===== config.mk =====
export PLATFORM = sky130hd
export DESIGN_NAME = prsd_pll_ratio_strap_decoder
export DESIGN_NICKNAME = d
export VERILOG_FILES = /design/src/prsd_pkg.sv /design/src/prsd_pll_ratio_strap_decoder.sv
export SDC_FILE = /design/constraint.sdc
export NUM_CORES = 1
export LEC_CHECK = 0
export BUFFER_PORTS_ARGS = -buffer_cell sky130_fd_sc_hd__buf_4
export CORE_AREA = 2 2 60 62
export DETAILED_ROUTE_END_ITERATION = 6
export DIE_AREA = 0 0 62 64
export GPL_TIMING_DRIVEN = 0
export PLACE_DENSITY = 0.7
export SLEW_MARGIN = 20
export SYNTH_ARGS = -nofsm -noshare
export SYNTH_HDL_FRONTEND = slang
export SYNTH_SLANG_ARGS = --single-unit

===== constraint.sdc =====
create_clock -name ref_clk -period 1.6 [get_ports ref_clk]
set_clock_uncertainty 0.2 [all_clocks]
set_input_delay 0.08 -clock ref_clk [delete_from_list [all_inputs] [get_ports ref_clk]]
set_output_delay 0.08 -clock ref_clk [all_outputs]
set_load 0.01 [all_outputs]

===== src/prsd_pkg.sv =====
package prsd_pkg;
  localparam int PLAT_CODE_W = 4;
  localparam int CORE_CODE_W = 3;
  localparam int PLAT_MULT_W = 5;
  localparam int CORE_HALF_W = 4;
  // captured values after reset, before sampling
  localparam logic [PLAT_CODE_W-1:0] PLAT_CODE_RST = 4'h0;
  localparam logic [CORE_CODE_W-1:0] CORE_CODE_RST = 3'h0;
  localparam logic [PLAT_MULT_W-1:0] PLAT_MULT_RST = 5'h00;
  localparam logic [CORE_HALF_W-1:0] CORE_HALF_RST = 4'h0;
  // cycles after reset release before straps are sampled (synchroniser settles)
  localparam logic [1:0] SETTLE_CYCLES = 2'h3;
  // platform multipliers
  localparam logic [PLAT_MULT_W-1:0] PMUL_2  = 5'h02;
  localparam logic [PLAT_MULT_W-1:0] PMUL_3  = 5'h03;
  localparam logic [PLAT_MULT_W-1:0] PMUL_4  = 5'h04;
  localparam logic [PLAT_MULT_W-1:0] PMUL_5  = 5'h05;
  localparam logic [PLAT_MULT_W-1:0] PMUL_6  = 5'h06;
  localparam logic [PLAT_MULT_W-1:0] PMUL_8  = 5'h08;
  localparam logic [PLAT_MULT_W-1:0] PMUL_9  = 5'h09;
  localparam logic [PLAT_MULT_W-1:0] PMUL_10 = 5'h0a;
  localparam logic [PLAT_MULT_W-1:0] PMUL_12 = 5'h0c;
  localparam logic [PLAT_MULT_W-1:0] PMUL_16 = 5'h10;
  localparam logic [PLAT_MULT_W-1:0] PMUL_20 = 5'h14;
  // core ratio in halves: 4:1 -> 8, 9:2 -> 9
  localparam logic [CORE_HALF_W-1:0] CHALF_3 = 4'h3;
  localparam logic [CORE_HALF_W-1:0] CHALF_4 = 4'h4;
  localparam logic [CORE_HALF_W-1:0] CHALF_5 = 4'h5;
  localparam logic [CORE_HALF_W-1:0] CHALF_6 = 4'h6;
  localparam logic [CORE_HALF_W-1:0] CHALF_7 = 4'h7;
  localparam logic [CORE_HALF_W-1:0] CHALF_8 = 4'h8;
  localparam logic [CORE_HALF_W-1:0] CHALF_9 = 4'h9;
  typedef enum logic [2:0] {
    PRSD_SETTLE = 3'b001,
    PRSD_SAMPLE = 3'b010,
    PRSD_RUN    = 3'b100
  } prsd_state_t;
endpackage


===== src/prsd_pll_ratio_strap_decoder.sv =====
`timescale 1ns/1ps
module prsd_pll_ratio_strap_decoder
  import prsd_pkg::*;
(
  // clock and reset
  input  wire logic                               ref_clk,
  input  wire logic                               rst,
  // board straps
  input  wire logic [prsd_pkg::PLAT_CODE_W-1:0]   platform_ratio_strap,
  input  wire logic                               core_ratio_strap_msb,
  input  wire logic                               core_ratio_strap_mid,
  input  wire logic                               core_ratio_strap_lsb,
  // platform clock feedback, for the memory bus divider
  input  wire logic                               platform_bus_clock,
  // decoded configuration
  output logic [prsd_pkg::PLAT_CODE_W-1:0]        plat_code,
  output logic [prsd_pkg::CORE_CODE_W-1:0]        core_code,
  output logic [prsd_pkg::PLAT_MULT_W-1:0]        plat_mult,
  output logic [prsd_pkg::CORE_HALF_W-1:0]        core_ratio_halves,
  output logic                                    cfg_valid,
  output logic                                    cfg_invalid,
  output logic                                    plat_pll_enable,
  output logic                                    core_pll_enable,
  output logic                                    mem_bus_clock
);
  import prsd_pkg::*;

  // second-stage outputs of the pin synchronisers; bit 7 is the feedback clock
  logic [7:0] sync2_ff;
  logic [7:0] pin_raw;

  // sequencing
  prsd_state_t                 state_ff;
  prsd_state_t                 nxt_state;
  logic [1:0]                  settle_ff;
  logic [1:0]                  nxt_settle;

  // captured configuration
  logic [PLAT_CODE_W-1:0]      plat_code_ff;
  logic [PLAT_CODE_W-1:0]      nxt_plat_code;
  logic [CORE_CODE_W-1:0]      core_code_ff;
  logic [CORE_CODE_W-1:0]      nxt_core_code;
  logic [PLAT_MULT_W-1:0]      plat_mult_ff;
  logic [PLAT_MULT_W-1:0]      nxt_plat_mult;
  logic [CORE_HALF_W-1:0]      core_half_ff;
  logic [CORE_HALF_W-1:0]      nxt_core_half;
  logic                        invalid_ff;
  logic                        nxt_invalid;
  logic                        run_ff;
  logic                        nxt_run;

  // memory bus divider
  logic                        pclk_prev_ff;
  logic                        nxt_pclk_prev;
  logic                        mem_clk_ff;
  logic                        nxt_mem_clk;

  // decode of the synchronised straps
  logic [PLAT_MULT_W-1:0]      dec_plat;
  logic [CORE_HALF_W-1:0]      dec_core;
  logic                        plat_bad;
  logic                        core_bad;

  assign pin_raw = {platform_bus_clock, core_ratio_strap_msb, core_ratio_strap_mid,
                    core_ratio_strap_lsb, platform_ratio_strap};

  // one synchroniser per pin; only stage two reads stage one, so no
  // half-settled level can reach the decoders or the edge detector
  for (genvar gi = 0; gi < 8; gi++) begin : g_sync
    logic stage1_ff;
    logic stage2_ff;
    logic nxt_stage1;
    logic nxt_stage2;

    always_comb begin
      nxt_stage1 = pin_raw[gi];
      nxt_stage2 = stage1_ff;
    end

    always_ff @(posedge ref_clk or posedge rst) begin
      if (rst) begin
        stage1_ff <= 1'b0;
        stage2_ff <= 1'b0;
      end else begin
        stage1_ff <= nxt_stage1;
        stage2_ff <= nxt_stage2;
      end
    end

    assign sync2_ff[gi] = stage2_ff;
  end

  // platform decode; reserved codes leave the multiplier at zero
  always_comb begin
    dec_plat = PLAT_MULT_RST;
    plat_bad = 1'b0;
    case (sync2_ff[3:0])
      4'h0: dec_plat = PMUL_16;
      4'h2: dec_plat = PMUL_2;
      4'h3: dec_plat = PMUL_3;
      4'h4: dec_plat = PMUL_4;
      4'h5: dec_plat = PMUL_5;
      4'h6: dec_plat = PMUL_6;
      4'h8: dec_plat = PMUL_8;
      4'h9: dec_plat = PMUL_9;
      4'ha: dec_plat = PMUL_10;
      4'hc: dec_plat = PMUL_12;
      4'hd: dec_plat = PMUL_20;
      default: plat_bad = 1'b1;
    endcase
  end

  // core ratio in half steps; msb/mid/lsb sit in sync bits 6..4
  always_comb begin
    dec_core = CORE_HALF_RST;
    core_bad = 1'b0;
    case (sync2_ff[6:4])
      3'h0: dec_core = CHALF_8;
      3'h1: dec_core = CHALF_9;
      3'h3: dec_core = CHALF_3;
      3'h4: dec_core = CHALF_4;
      3'h5: dec_core = CHALF_5;
      3'h6: dec_core = CHALF_6;
      3'h7: dec_core = CHALF_7;
      default: core_bad = 1'b1;
    endcase
  end

  // sample once; later strap changes are ignored until the next reset
  always_comb begin
    nxt_state     = state_ff;
    nxt_settle    = settle_ff;
    nxt_plat_code = plat_code_ff;
    nxt_core_code = core_code_ff;
    nxt_plat_mult = plat_mult_ff;
    nxt_core_half = core_half_ff;
    nxt_invalid   = invalid_ff;
    nxt_run       = run_ff;
    case (state_ff)
      PRSD_SETTLE: begin
        // counts 0..2: sample state entered at the third edge, capture on the fourth
        nxt_settle = settle_ff + 2'h1;
        if (settle_ff == SETTLE_CYCLES - 2'h1) begin
          nxt_state = PRSD_SAMPLE;
        end
      end
      PRSD_SAMPLE: begin
        nxt_plat_code = sync2_ff[3:0];
        nxt_core_code = sync2_ff[6:4];
        nxt_plat_mult = dec_plat;
        nxt_core_half = dec_core;
        nxt_invalid   = plat_bad | core_bad;
        nxt_run       = ~(plat_bad | core_bad);
        nxt_state     = PRSD_RUN;
      end
      PRSD_RUN: begin
        nxt_state = PRSD_RUN;
      end
      default: begin
        nxt_state = PRSD_SETTLE;
      end
    endcase
  end

  always_ff @(posedge ref_clk or posedge rst) begin
    if (rst) begin
      state_ff     <= PRSD_SETTLE;
      settle_ff    <= 2'h0;
      plat_code_ff <= PLAT_CODE_RST;
      core_code_ff <= CORE_CODE_RST;
      plat_mult_ff <= PLAT_MULT_RST;
      core_half_ff <= CORE_HALF_RST;
      invalid_ff   <= 1'b0;
      run_ff       <= 1'b0;
    end else begin
      state_ff     <= nxt_state;
      settle_ff    <= nxt_settle;
      plat_code_ff <= nxt_plat_code;
      core_code_ff <= nxt_core_code;
      plat_mult_ff <= nxt_plat_mult;
      core_half_ff <= nxt_core_half;
      invalid_ff   <= nxt_invalid;
      run_ff       <= nxt_run;
    end
  end

  // memory bus clock toggles on each rising platform edge while run_ff is set (valid config): half rate
  // limitation: platform clock must be under half of ref_clk to be seen
  always_comb begin
    nxt_pclk_prev = sync2_ff[7];
    nxt_mem_clk   = mem_clk_ff;
    if (run_ff && sync2_ff[7] && !pclk_prev_ff) begin
      nxt_mem_clk = ~mem_clk_ff;
    end
  end

  always_ff @(posedge ref_clk or posedge rst) begin
    if (rst) begin
      pclk_prev_ff <= 1'b0;
      mem_clk_ff   <= 1'b0;
    end else begin
      pclk_prev_ff <= nxt_pclk_prev;
      mem_clk_ff   <= nxt_mem_clk;
    end
  end

  assign plat_code         = plat_code_ff;
  assign core_code         = core_code_ff;
  assign plat_mult         = plat_mult_ff;
  assign core_ratio_halves = core_half_ff;
  assign cfg_valid         = run_ff;
  assign cfg_invalid       = invalid_ff;
  assign plat_pll_enable   = run_ff;
  assign core_pll_enable   = run_ff;
  assign mem_bus_clock     = mem_clk_ff;
endmodule // prsd_pll_ratio_strap_decoder


After elaboration in Yosys (flattened, before gate mapping)
Cells that the tools add are included.
- bits in registers: 41
- input bits: 10
- output and inout port bits: 21
- word-level logic and storage cells: 65
- $add $sub $neg: 1
- eq/ne operators: 21
- multiplexer cells: 6
- bitwise gates (word level): 3
- reductions and logical operators: 8
- operator list (operator ; number):
    $pmux 5 s11 ; 1
    $pmux 4 s7 ; 1
    $eq 4x4->1 const B ; 5
    $eq 3x3->1 const B ; 5
    $eq 4x3->1 const B ; 3
    $reduce_or 11->1 ; 1
    $eq 4x2->1 const B ; 2
    $reduce_or 7->1 ; 1
    $eq 3x1->1 const B ; 2
    $eq 3x2->1 const B ; 2
    $pmux 3 s2 ; 1
    $logic_not 4->1 ; 1
    $logic_not 3->1 ; 1
    $mux 3 ; 1
    $add 2x1->2 const B ; 1
    $eq 2x2->1 const B ; 1
    $logic_and 1x1->1 ; 2
    $mux 1 ; 2
    $ne 2x2->1 const B ; 1
    $not 1->1 ; 2
    $reduce_or 2->1 ; 1
    $logic_not 1->1 ; 1
    $or 1x1->1 ; 1

Logic depth before layout (Yosys ltp)
Gate-level depths: netlist of run 1.
- word-level depth: 5
- mapped depth: 4
- depth with buffers taken out: 4

Worst setup path after synthesis of run 1
No wires, ideal clock.
- kind: register to register
- start point: register g_sync[3].stage2_ff
- end point: register invalid_ff, in the netlist cfg_invalid
- data arrival time: 1232 ps
- data required time: 1271 ps
- slack: 38 ps
- stages on the path, launching flop included: 5
- buffers on the path: 1
- clock period less this slack: 1562 ps
- path through: dfrtp_1 buf_6 maj3_2 a2111oi_4 nor2_1
- word-level cells in the longest chain between the ends: 4
- elaborated cells between the ends (all ways): 14
- classes of those cells: eq/ne (10); mux (1); bitwise (1); reduce/logical (2)
- ends and longest elaborated chain (item ; RTL line ; source):
    start: declaration ; prsd_pll_ratio_strap_decoder.sv:71 ; logic stage2_ff;
    start signal: assignment ; prsd_pll_ratio_strap_decoder.sv:86 ; stage2_ff <= nxt_stage2;
    $eq 4x4->1, or another cell as far along ; prsd_pll_ratio_strap_decoder.sv:97 ; case (sync2_ff[3:0])
    $reduce_or 11->1 (no line) * ; - ;
    $mux 1 * ; prsd_pll_ratio_strap_decoder.sv:97 ;
    $or 1x1->1 * ; prsd_pll_ratio_strap_decoder.sv:152 ; nxt_invalid = plat_bad | core_bad;
    end signal: assignment ; prsd_pll_ratio_strap_decoder.sv:182 ; invalid_ff <= nxt_invalid;
    end: declaration ; prsd_pll_ratio_strap_decoder.sv:47 ; logic invalid_ff;
Mark *: on every way between the ends. The rest lies on a longest branch, timed or not.
A chain may end at the register's enable or synchronous reset.

Worst setup path in the final report of run 1
Same ends and word-level chain as after synthesis.

==> results of run 1 <==
==> cells in the mapped netlist <==
master	instances	area [µm²]
o21ai_1	4	20.0
clkbuf_1	1	3.75
nor4b_2	1	15.0
maj3_2	1	11.3
a2111oi_4	1	27.5
a21o_1	1	7.51
o21ai_0	5	25.0
buf_6	2	22.5
and2_1	1	6.26
ha_1	1	12.5
or3b_1	1	8.76
o31ai_2	1	12.5
o31ai_1	1	7.51
nand3_1	1	5.00
dfrtp_1	40	1000
and3_2	1	7.51
nor3b_2	1	12.5
a21oi_1	1	5.00
dfstp_2	1	26.3
nand2_1	34	128
nor2_1	7	26.3
xor2_1	2	17.5
buf_4	2	15.0
mux2i_1	1	10.0
nor3b_1	2	15.0
xnor2_1	2	17.5
buf_2	2	10.0
nor3_1	1	5.00
inv_1	3	11.3
==> cell families (layout without fill, tap and decap cells) <==
family	after synthesis	count (layout)
buf+inv	10	62
flops	41	41
fa+ha+maj	2	2
simple gates	50	50
xor+xnor	4	4
compound gates	14	14
mux	1	1
==> layout make-up <==
type / count / share of cell area, %
inverters: 3 / 0.563
clock buffers: 8 / 2.94
multi-input cells: 71 / 20.8
repair buffers: 44 / 18.6
plain buffers: 7 / 2.75
well taps: 46 / 2.88
flip-flops and latches: 41 / 51.4
==> where the power goes <==
| part | switching (mW) | internal, mW | total (mW) | leakage, nW |
|---|---|---|---|---|
| Sequential | 0.0365 | 1.10 | 1.13 | 0.478 |
| Combinational | 0.101 | 0.133 | 0.234 | 0.450 |
| Clock | 0.297 | 0.217 | 0.514 | 0.0326 |
| Total | 0.434 | 1.45 | 1.88 | 0.961 |
==> metal layers <==
| metal | vias to the layer above | wire length [µm] | track usage, % |
|---|---|---|---|
| met1 | 483 | 965 | 16.3 |
| met2 | 19 | 1240 | 23.6 |
| li1 | 497 | - | - |
| met4 | 0 | 51 | 5.59 |
| met5 | - | 0 | 0 |
| met3 | 5 | 118 | 6.07 |
==> state kept, by name, summed over array words and instances (netlist names) <==
register / flops
cfg_invalid: 1
cfg_valid: 1
core_code: 3
core_ratio_halves: 4
g_sync.nxt_stage2: 8
g_sync.stage2_ff: 8
mem_bus_clock: 1
pclk_prev_ff: 1
plat_code: 4
plat_mult: 5
settle_ff: 2
state_ff: 3
==> worst paths after layout <==
check / slack (ns) / from / to / cells past startpoint
max: 0.03 / g_sync[3].stage2_ff$_DFF_PP0_ / cfg_invalid$_DFFE_PP0N_ / 4
min: 0.07 / rst / plat_code[1]$_DFFE_PP0N_ / 3
max reg2reg: 0.03 / g_sync[3].stage2_ff$_DFF_PP0_ / cfg_invalid$_DFFE_PP0N_ / 4
min reg2reg: 0.15 / g_sync[7].nxt_stage2$_DFF_PP0_ / g_sync[7].stage2_ff$_DFF_PP0_ / 0
max in group asynchronous: 0.61 / rst / state_ff[0]$_DFFE_PP1P_ / 4
min in group ref_clk: 0.15 / g_sync[7].nxt_stage2$_DFF_PP0_ / g_sync[7].stage2_ff$_DFF_PP0_ / 0
==> tightest hold or removal path, delay by kind of cell <==
| kind | cells | cell delay, ns |
|---|---|---|
| buffers and inverters | 3 | 0.96 |
==> stage by stage <==
stage | setup slack [ns] | power [mW] | util, % | hold slack [ns]
detailed placement | -0.0188 | 1.37 | 54.9 | -0.105
global route | -0.0163 | 1.99 | 60.9 | 0.0864
global placement | -0.0494 | 1.35 | 54.1 | -0.0101
floorplan | 0.0384 | 1.25 | - | -0.0886
CTS | 0.00387 | 1.90 | 59.5 | 0.0607
finish | 0.0309 | 1.88 | 60.9 | 0.0691
==> what timing repair did <==
| action | 4_1_cts | 5_1_grt |
|---|---|---|
| hold endpoints to repair | 48 | 0 |
| pin swaps | 1 | 0 |
| setup endpoints to repair | 9 | 16 |
| buffers inserted | 0 | 4 |
| gates resized for setup | 1 | 7 |
| hold buffers | 9 | 0 |
==> flow_metrics.py, run 1 <==
metrics = {
    "sta": {
        "fmax_ghz": 0.637,
        "tns_ns": 0,
        "drv_slew": 0,
        "worst_slew_pin_slew_ns": 0.432,
        "setup_viol": 0,
        "fin_crit_ns": 1.57,
        "slew-limit-headroom_pct": 71.1,
        "rsz0062_at_grt": "yes",
        "fin_crit_sh_pct": 98.1,
        "finalHoldViolCount": 0,
    },
    "die": {
        "die_h_um": 64,
        "die_x_um": 62,
        "start_util_pct": 45.4,
        "coreArea_mm2": 0.00328,
        "ios": 31,
        "rows": 21,
        "die-area_mm2": 0.00397,
    },
    "logic_synthesis": {
        "netlist_area_mm2": 0.00149,
        "synth.area.mux_share_pct": 0.671,
        "syn_inst": 122,
        "synth_fa_ha_area_share_pct": 1.59,
        "avgSynthCellArea_um2": 12.2,
        "synth_top_family_by_area": "simple AND/OR/NAND/NOR gates",
        "synthSimpleGateAreaFrac_pct": 15.3,
        "ys_ff_latch": 41,
        "synthesis.nets": 133,
        "synth_compound_gate_area_share_pct": 7.04,
        "synthXorXnorAreaFrac_pct": 2.35,
        "yosys_warnings": 0,
        "ys_seq_area_share_pct": 68.8,
        "ys_types": 29,
    },
    "outcome": {
        "status": "finished, final reports clean",
    },
    "grt": {
        "antenna_found_initial": 0,
        "grt_max_degree": 26,
        "track_usage_pct": 14.4,
        "grt_overflow": 0,
        "grt_pass1_wl_um": 4080,
        "first_global_vias": 966,
    },
    "critical_path": {
        "cp_slowest_cell": "dfrtp_1",
        "worst-path-max-fanout": 7,
        "crit_required_ns": 1.62,
        "critPathBufInv": 1,
        "crit_chain": "buf_6 -> maj3_2 -> a2111oi_4 -> nor2_1",
        "cp_top_family": "flip-flops",
        "worst_setup_path_end_kind": "flip-flop",
        "crit_type": "reg2reg",
        "slowest_delay_ns": 0.38,
        "arrival_ns": 1.59,
        "startpoint_type": "flip-flop",
    },
    "final_layout": {
        "drive_gt1_share_pct": 33.9,
        "nNetsFinal": 184,
        "finalInstanceArea_mm2": 0.00200,
        "fillerInstances": 275,
        "final_common_cell": "dfrtp_1",
        "layout_common_cells": "dfrtp_1 (39), buf_4 (37), nand2_1 (34)",
        "multi_input_area_um2": 417,
        "layoutNonFillerInstCount": 220,
        "antennaDiodeCount": 0,
        "regArea_mm2": 0.00103,
        "area_delta_synth_final_pct": 34.0,
    },
    "detailed_routing": {
        "drt_wl_total_um": 2380,
        "dr_total_vias": 1004,
        "route.detailed.drc": 0,
        "wl_per_cell_um": 10.8,
        "ant_nets": 0,
        "vias_per_cell": 4.56,
        "drtPass1Iterations": 4,
        "drt-initial-drc-count": 38,
    },
    "pwr": {
        "power_density_mw_per_mm2": 941,
        "ir_worst_vdd_mv": 0.547,
        "power.leakage_nw": 0.961,
    },
    "place": {
        "port_buffers": 30,
        "dpl_cell_area_mm2": 0.00180,
        "place_hpwl_um": 1690,
        "routabilityCongestion": 0.757,
        "dpl.cell_count": 199,
    },
    "cts": {
        "clock_sinks": 41,
        "h-tree-depth": 2,
        "cts_root_buffer": "clkbuf_4",
        "path_clk_slew_ns": 0.11,
        "cts_max_path_buffers": 2,
        "clk_latency_ns": 0.34,
        "cts-buffers-inserted": 5,
        "cts_tree": "built",
    },
    "min_path": {
        "worstHoldPathType": "in2async",
    },
    "flow_run": {
        "drv_cap": 0,
    },
}
Power figures use the tool's default switching activity.
==> run 2: changes to the inputs <==
Settings changed: CELL_PAD_IN_SITES_DETAIL_PLACEMENT set to 1, CELL_PAD_IN_SITES_GLOBAL_PLACEMENT set to 1, CORE_AREA 2 2 60 62 to 2 2 67 69, DIE_AREA 0 0 62 64 to 0 0 69 71, SKIP_CTS_REPAIR_TIMING set to 1.
==> run 2 against run 1 <==
Via count rose by 2.9%; power grew 8.6%; register-to-register slack hardly changed; utilization down 12 points; sequential power about the same; die area is 23% higher; global-route usage down 1.5 points; setup slack better by 0.0037 ns; hold slack gained 0.030 ns; clock-buffer cell count is 3 lower; critical path type unchanged; largest power group unchanged; highest routed layer unchanged.
==> flow_metrics.py, run 2 (synthesized netlist as in run 1, its figures left out) <==
metrics = {
    "cts": {
        "cts_root_buffer": "clkbuf_8",
        "path_clk_slew_ns": 0.08,
        "cts-buffers-inserted": 5,
        "cts_tree": "built",
        "h-tree-depth": 2,
        "clk_latency_ns": 0.29,
        "cts_max_path_buffers": 2,
        "clock_sinks": 41,
    },
    "sta": {
        "worst_slew_pin_slew_ns": 0.403,
        "fin_ws_ns": 0.0346,
        "setup_viol": 0,
        "finalHoldViolCount": 0,
        "rsz0062_at_grt": "yes",
        "fin_crit_sh_pct": 97.8,
        "slew-limit-headroom_pct": 73.0,
        "fin_crit_ns": 1.57,
        "drv_slew": 0,
        "fmax_ghz": 0.639,
    },
    "pwr": {
        "p_int_mw": 1.53,
        "netSwitchingPower_uw": 510,
        "power_density_mw_per_mm2": 993,
        "comb_power_share_pct": 12.0,
        "clkPwrFrac_pct": 32.5,
        "ir_worst_vdd_mv": 0.424,
        "pwr-share-seq_pct": 55.6,
        "power.leakage_nw": 0.986,
        "switching_share_pct": 24.9,
    },
    "final_layout": {
        "layout_common_cells": "buf_4 (40), dfrtp_1 (39), nand2_1 (34)",
        "multi_input_area_um2": 417,
        "final_common_cell": "buf_4",
        "layoutNonFillerInstCount": 230,
        "drive_gt1_share_pct": 36.5,
        "nNetsFinal": 188,
        "fin_util_pct": 49.0,
        "fillerInstances": 460,
        "regArea_mm2": 0.00103,
        "finalInstanceArea_mm2": 0.00206,
        "antennaDiodeCount": 0,
        "area_delta_synth_final_pct": 37.9,
    },
    "flow_run": {
        "drv_cap": 0,
    },
    "critical_path": {
        "worst-path-max-fanout": 7,
        "arrival_ns": 1.54,
        "crit_type": "reg2reg",
        "startpoint_type": "flip-flop",
        "crit_required_ns": 1.58,
        "cp_top_family": "flip-flops",
        "worst_setup_path_end_kind": "flip-flop",
        "slowest_delay_ns": 0.38,
        "critPathBufInv": 1,
        "crit_chain": "buf_6 -> maj3_2 -> a2111oi_4 -> nor2_1",
        "cp_slowest_cell": "dfrtp_1",
    },
    "detailed_routing": {
        "vias_per_cell": 4.49,
        "dr_total_vias": 1033,
        "wl_per_cell_um": 13.1,
        "ant_nets": 0,
        "drt-initial-drc-count": 28,
        "drtPass1Iterations": 4,
        "route.detailed.drc": 0,
        "drt_wl_total_um": 3020,
    },
    "grt": {
        "grt_pass1_wl_um": 4950,
        "grt_overflow": 0,
        "track_usage_pct": 12.9,
        "first_global_vias": 1045,
        "antenna_found_initial": 0,
        "grt_max_degree": 29,
    },
    "outcome": {
        "status": "finished, final reports clean",
    },
    "die": {
        "coreArea_mm2": 0.00420,
        "die_x_um": 69,
        "ios": 31,
        "start_util_pct": 35.5,
        "die-area_mm2": 0.00490,
        "die_h_um": 71,
        "rows": 24,
    },
    "place": {
        "dpl.cell_count": 205,
        "place_hpwl_um": 2040,
        "port_buffers": 30,
        "dpl_worst_slack_ns": -0.0489,
        "routabilityCongestion": 0.751,
        "dpl_cell_area_mm2": 0.00180,
    },
    "min_path": {
        "worstHoldPathType": "in2async",
    },
}
==> run 2: cell count changes in the layout (fill, tap and decap cells not counted) <==
cell,delta
clkinvlp_4,+1
clkbuf_8,+4
buf_12,+1
buf_4,+3
clkbuf_1,-2
buf_16,-1
clkbuf_4,-4
clkinv_2,+2
==> run 2: power groups by stage <==
stage | Combinational (mW) | Sequential [mW] | Clock (mW)
finish | 0.244 | 1.14 | 0.664
global route | 0.267 | 1.14 | 0.732
CTS | 0.216 | 1.14 | 0.682
detailed placement | 0.215 | 1.16 | 0
global placement | 0.202 | 1.15 | 0
floorplan | 0.0834 | 1.17 | 0
==> run 2: area by class of cell <==
cell class              count  share of cell area (%)
plain buffers               7                    2.67
flip-flops and latches     41                    50.0
multi-input cells          71                    20.2
clock buffers               5                    3.34
clock inverters             3                   0.851
well taps                  52                    3.16
inverters                   3                   0.547
repair buffers             48                    19.2
==> run 2: metal layers <==
metal,GRT usage [%],up-vias,share of wire (%)
met4,4.58,0,1.5
met3,4.84,5,3.8
li1,-,499,-
met2,22.2,16,53
met1,14.8,513,42
met5,0,-,0
==> run 2: worst paths after layout <==
path / from / end / slack [ns] / cells after the start
max reg2reg: g_sync[2].stage2_ff$_DFF_PP0_ / cfg_invalid$_DFFE_PP0N_ / 0.03 / 4
max: g_sync[2].stage2_ff$_DFF_PP0_ / cfg_invalid$_DFFE_PP0N_ / 0.03 / 4
min: rst / g_sync[7].stage2_ff$_DFF_PP0_ / 0.1 / 3
min in group ref_clk: g_sync[6].nxt_stage2$_DFF_PP0_ / g_sync[6].stage2_ff$_DFF_PP0_ / 0.15 / 0
min reg2reg: g_sync[6].nxt_stage2$_DFF_PP0_ / g_sync[6].stage2_ff$_DFF_PP0_ / 0.15 / 0
max in group asynchronous: rst / state_ff[0]$_DFFE_PP1P_ / 0.58 / 4
==> run 2: worst reg2reg max path, cell delays in order (launching register included) <==
cell and delay (ns):
dfrtp_1 0.38, buf_6 0.13, maj3_2 0.34, a2111oi_4 0.34, nor2_1 0.07
==> run 2: through the flow <==
stage | TNS [ns] | hold WS (ns) | power (mW)
floorplan | 0 | -0.0886 | 1.25
global placement | -3.35 | -0.0102 | 1.35
detailed placement | -0.365 | -0.135 | 1.37
CTS | -0.587 | -0.457 | 2.03
global route | -0.0489 | 0.137 | 2.14
finish | 0 | 0.0992 | 2.04
==> run 3: changes to the inputs <==
Settings changed: ABC_AREA set to 1, CORE_AREA 2 2 67 69 to 2 2 68 70, DIE_AREA 0 0 69 71 to 0 0 70 72, PLACE_DENSITY 0.7 to 0.71.
==> run 3 against run 2 <==
Fmax increased by 16%; sequential share of layout area increased by 0.12 points; combinational power decreased by 5%; setup slack improved by 0.21 ns; synthesized area increased by 2.5%; cell count increased by 3.9%; register-to-register slack improved by 0.21 ns; hold slack about the same; largest power group unchanged.
==> flow_metrics.py, run 3 <==
metrics = {
    "cts": {
        "cts-buffers-inserted": 5,
        "path_clk_slew_ns": 0.08,
        "clk_latency_ns": 0.29,
        "clock_sinks": 41,
        "cts_tree": "built",
        "cts_root_buffer": "clkbuf_8",
        "h-tree-depth": 2,
        "cts_max_path_buffers": 2,
    },
    "pwr": {
        "power.leakage_nw": 1.05,
        "switching_share_pct": 22.3,
        "pwr-share-seq_pct": 51.2,
        "p_int_mw": 1.73,
        "ir_worst_vdd_mv": 0.628,
        "comb_power_share_pct": 10.4,
        "clkPwrFrac_pct": 38.3,
        "power_density_mw_per_mm2": 1090,
        "netSwitchingPower_uw": 497,
        "finalPower_mw": 2.23,
    },
    "logic_synthesis": {
        "synth_area_leader_cell": "dfrtp_1",
        "yosys-top-cells-area": "dfrtp_1 (65%), nand2_1 (11%), inv_1 (3.4%)",
        "synth-edff-count": 0,
        "ys_ff_latch": 41,
        "synthTopCellsByCount": "nand2_1 (44), dfrtp_1 (40), inv_1 (14)",
        "async_flop_share_pct": 100,
        "ys_types": 20,
        "syn_inst": 139,
        "synth_ff_type": "dfrtp_1",
        "yosys_warnings": 0,
        "ys_seq_area_share_pct": 67.1,
        "synth.top_cell.area_share_pct": 65.4,
        "netlist_area_mm2": 0.00153,
        "synthesis.nets": 150,
        "avgSynthCellArea_um2": 11.0,
        "synth_most_common_cell": "nand2_1",
    },
    "sta": {
        "fmax_ghz": 0.738,
        "rsz0062_at_grt": "no",
        "setup_viol": 0,
        "drv_slew": 0,
        "holdWs_ns": 0.0996,
        "slew-limit-headroom_pct": 77.7,
        "fin_crit_sh_pct": 84.7,
        "finalHoldViolCount": 0,
        "fin_ws_ns": 0.245,
        "fin_crit_ns": 1.36,
        "worst_slew_pin_slew_ns": 0.333,
    },
    "die": {
        "start_util_pct": 35.9,
        "ios": 31,
        "die_h_um": 72,
        "coreArea_mm2": 0.00426,
        "die-area_mm2": 0.00504,
        "die_x_um": 70,
        "rows": 24,
    },
    "final_layout": {
        "fillerInstances": 470,
        "final_common_cell": "nand2_1",
        "antennaDiodeCount": 0,
        "multi_input_area_um2": 400,
        "layout_common_cells": "nand2_1 (44), dfrtp_1 (40), buf_4 (32)",
        "drive_gt1_share_pct": 30.5,
        "area_delta_synth_final_pct": 34.0,
        "regArea_mm2": 0.00103,
        "nNetsFinal": 197,
    },
    "critical_path": {
        "startpoint_type": "flip-flop",
        "cp_slowest_cell": "dfstp_2",
        "worst_setup_path_end_kind": "flip-flop",
        "arrival_ns": 1.34,
        "r2r-end": "core_ratio_halves[0]$_DFFE_PP0N_",
        "crit_chain": "inv_1 -> nand3_4 -> clkinv_4 -> nand2_1 -> nand2_1",
        "r2r-start": "state_ff[0]$_DFFE_PP1P_",
        "critPathBufInv": 2,
        "setup.worst_path.start": "state_ff[0]$_DFFE_PP1P_",
        "slowest_delay_ns": 0.53,
        "crit_required_ns": 1.58,
        "cpMostUsedCell": "nand2_1",
        "r2r_cells": 5,
        "crit_type": "reg2reg",
        "cp_top_family": "flip-flops",
        "worst-path-max-fanout": 10,
        "r2r_slack_ns": 0.24,
    },
    "grt": {
        "grt_overflow": 0,
        "track_usage_pct": 14.1,
        "grt_pass1_wl_um": 5410,
        "antenna_found_initial": 0,
        "grt_max_degree": 28,
        "first_global_vias": 1205,
    },
    "place": {
        "dpl_worst_slack_ns": 0.253,
        "routabilityCongestion": 0.746,
        "place_hpwl_um": 2250,
        "port_buffers": 30,
    },
    "detailed_routing": {
        "dr_total_vias": 1087,
        "ant_nets": 0,
        "vias_per_cell": 4.55,
        "drtPass1Iterations": 4,
        "drt-initial-drc-count": 49,
        "route.detailed.drc": 0,
        "drt_wl_total_um": 3190,
        "wl_per_cell_um": 13.4,
    },
    "outcome": {
        "status": "finished, final reports clean",
    },
    "flow_run": {
        "drv_cap": 0,
    },
    "min_path": {
        "worstHoldPathType": "in2async",
    },
}
==> run 3: cell types whose count changed in the layout (fill, tap and decap cells not counted), moves of 4 or more <==
| cell | delta |
|---|---|
| o21ai_2 | +6 |
| nand3_1 | +7 |
| o21ai_1 | -4 |
| buf_4 | -8 |
| inv_1 | +11 |
| nand2_1 | +10 |
==> run 3: layout make-up <==
type	instances	share of cell area [%]
multi-input cells	78	19.5
plain buffers	4	1.83
flip-flops and latches	41	50.1
well taps	52	3.17
inverters	16	3.17
clock buffers	6	4.03
repair buffers	40	16.4
clock inverters	2	1.83
==> run 3: cells by family after synthesis <==
family / Yosys count / share of synthesized area, %
xor gates and xnor gates: 3 / 1.72
adders and majority gates: 1 / 0.818
buffers and inverters: 20 / 6.70
and+or+nand+nor: 62 / 17.9
DFF: 41 / 67.1
AOI/OAI and AO/OA: 12 / 5.72
==> run 3: power by group through the flow <==
| stage | Clock (mW) | Sequential (mW) | Combinational (mW) |
|---|---|---|---|
| detailed placement | 0 | 1.16 | 0.218 |
| global route | 0.924 | 1.15 | 0.258 |
| CTS | 0.873 | 1.14 | 0.221 |
| floorplan | 0 | 1.17 | 0.0837 |
| finish | 0.853 | 1.14 | 0.232 |
| global placement | 0 | 1.16 | 0.205 |
==> run 3: worst max-delay path by stage <==
stage	to	cells after the start
CTS	core_ratio_halves[0]$_DFFE_PP0N_	5
global placement	core_code[2]$_DFFE_PP0N_	2
global route	core_ratio_halves[3]$_DFFE_PP0N_	5
finish	core_ratio_halves[0]$_DFFE_PP0N_	5
detailed placement	cfg_invalid$_DFFE_PP0N_	5
floorplan	cfg_invalid$_DFFE_PP0N_	5
==> run 3: stage by stage <==
step                      instance area (µm²)  std cells  util, %  TNS [ns]
final                                    2050        239     48.1         0
after global routing                     2050        239     48.1         0
after detailed placement                 1840        222     43.2         0
after CTS                                1960        230     46.0         0
after floorplan                          1530        139        -         0
after global placement                   1820        221     42.7     -2.21
==> run 3: worst register-to-register path, cell delays in order (launching register included) <==
cell	delay, ns
dfstp_2	0.53
inv_1	0.08
nand3_4	0.13
clkinv_4	0.11
nand2_1	0.11
nand2_1	0.08
==> run 3: metal layers <==
layer | GRT usage, % | part of all wire, % | vias up
met5 | 0 | 0 | -
met4 | 5.56 | 1.8 | 0
met3 | 5.00 | 3.9 | 6
met2 | 25.1 | 55 | 21
met1 | 15.5 | 40 | 537
li1 | - | - | 523
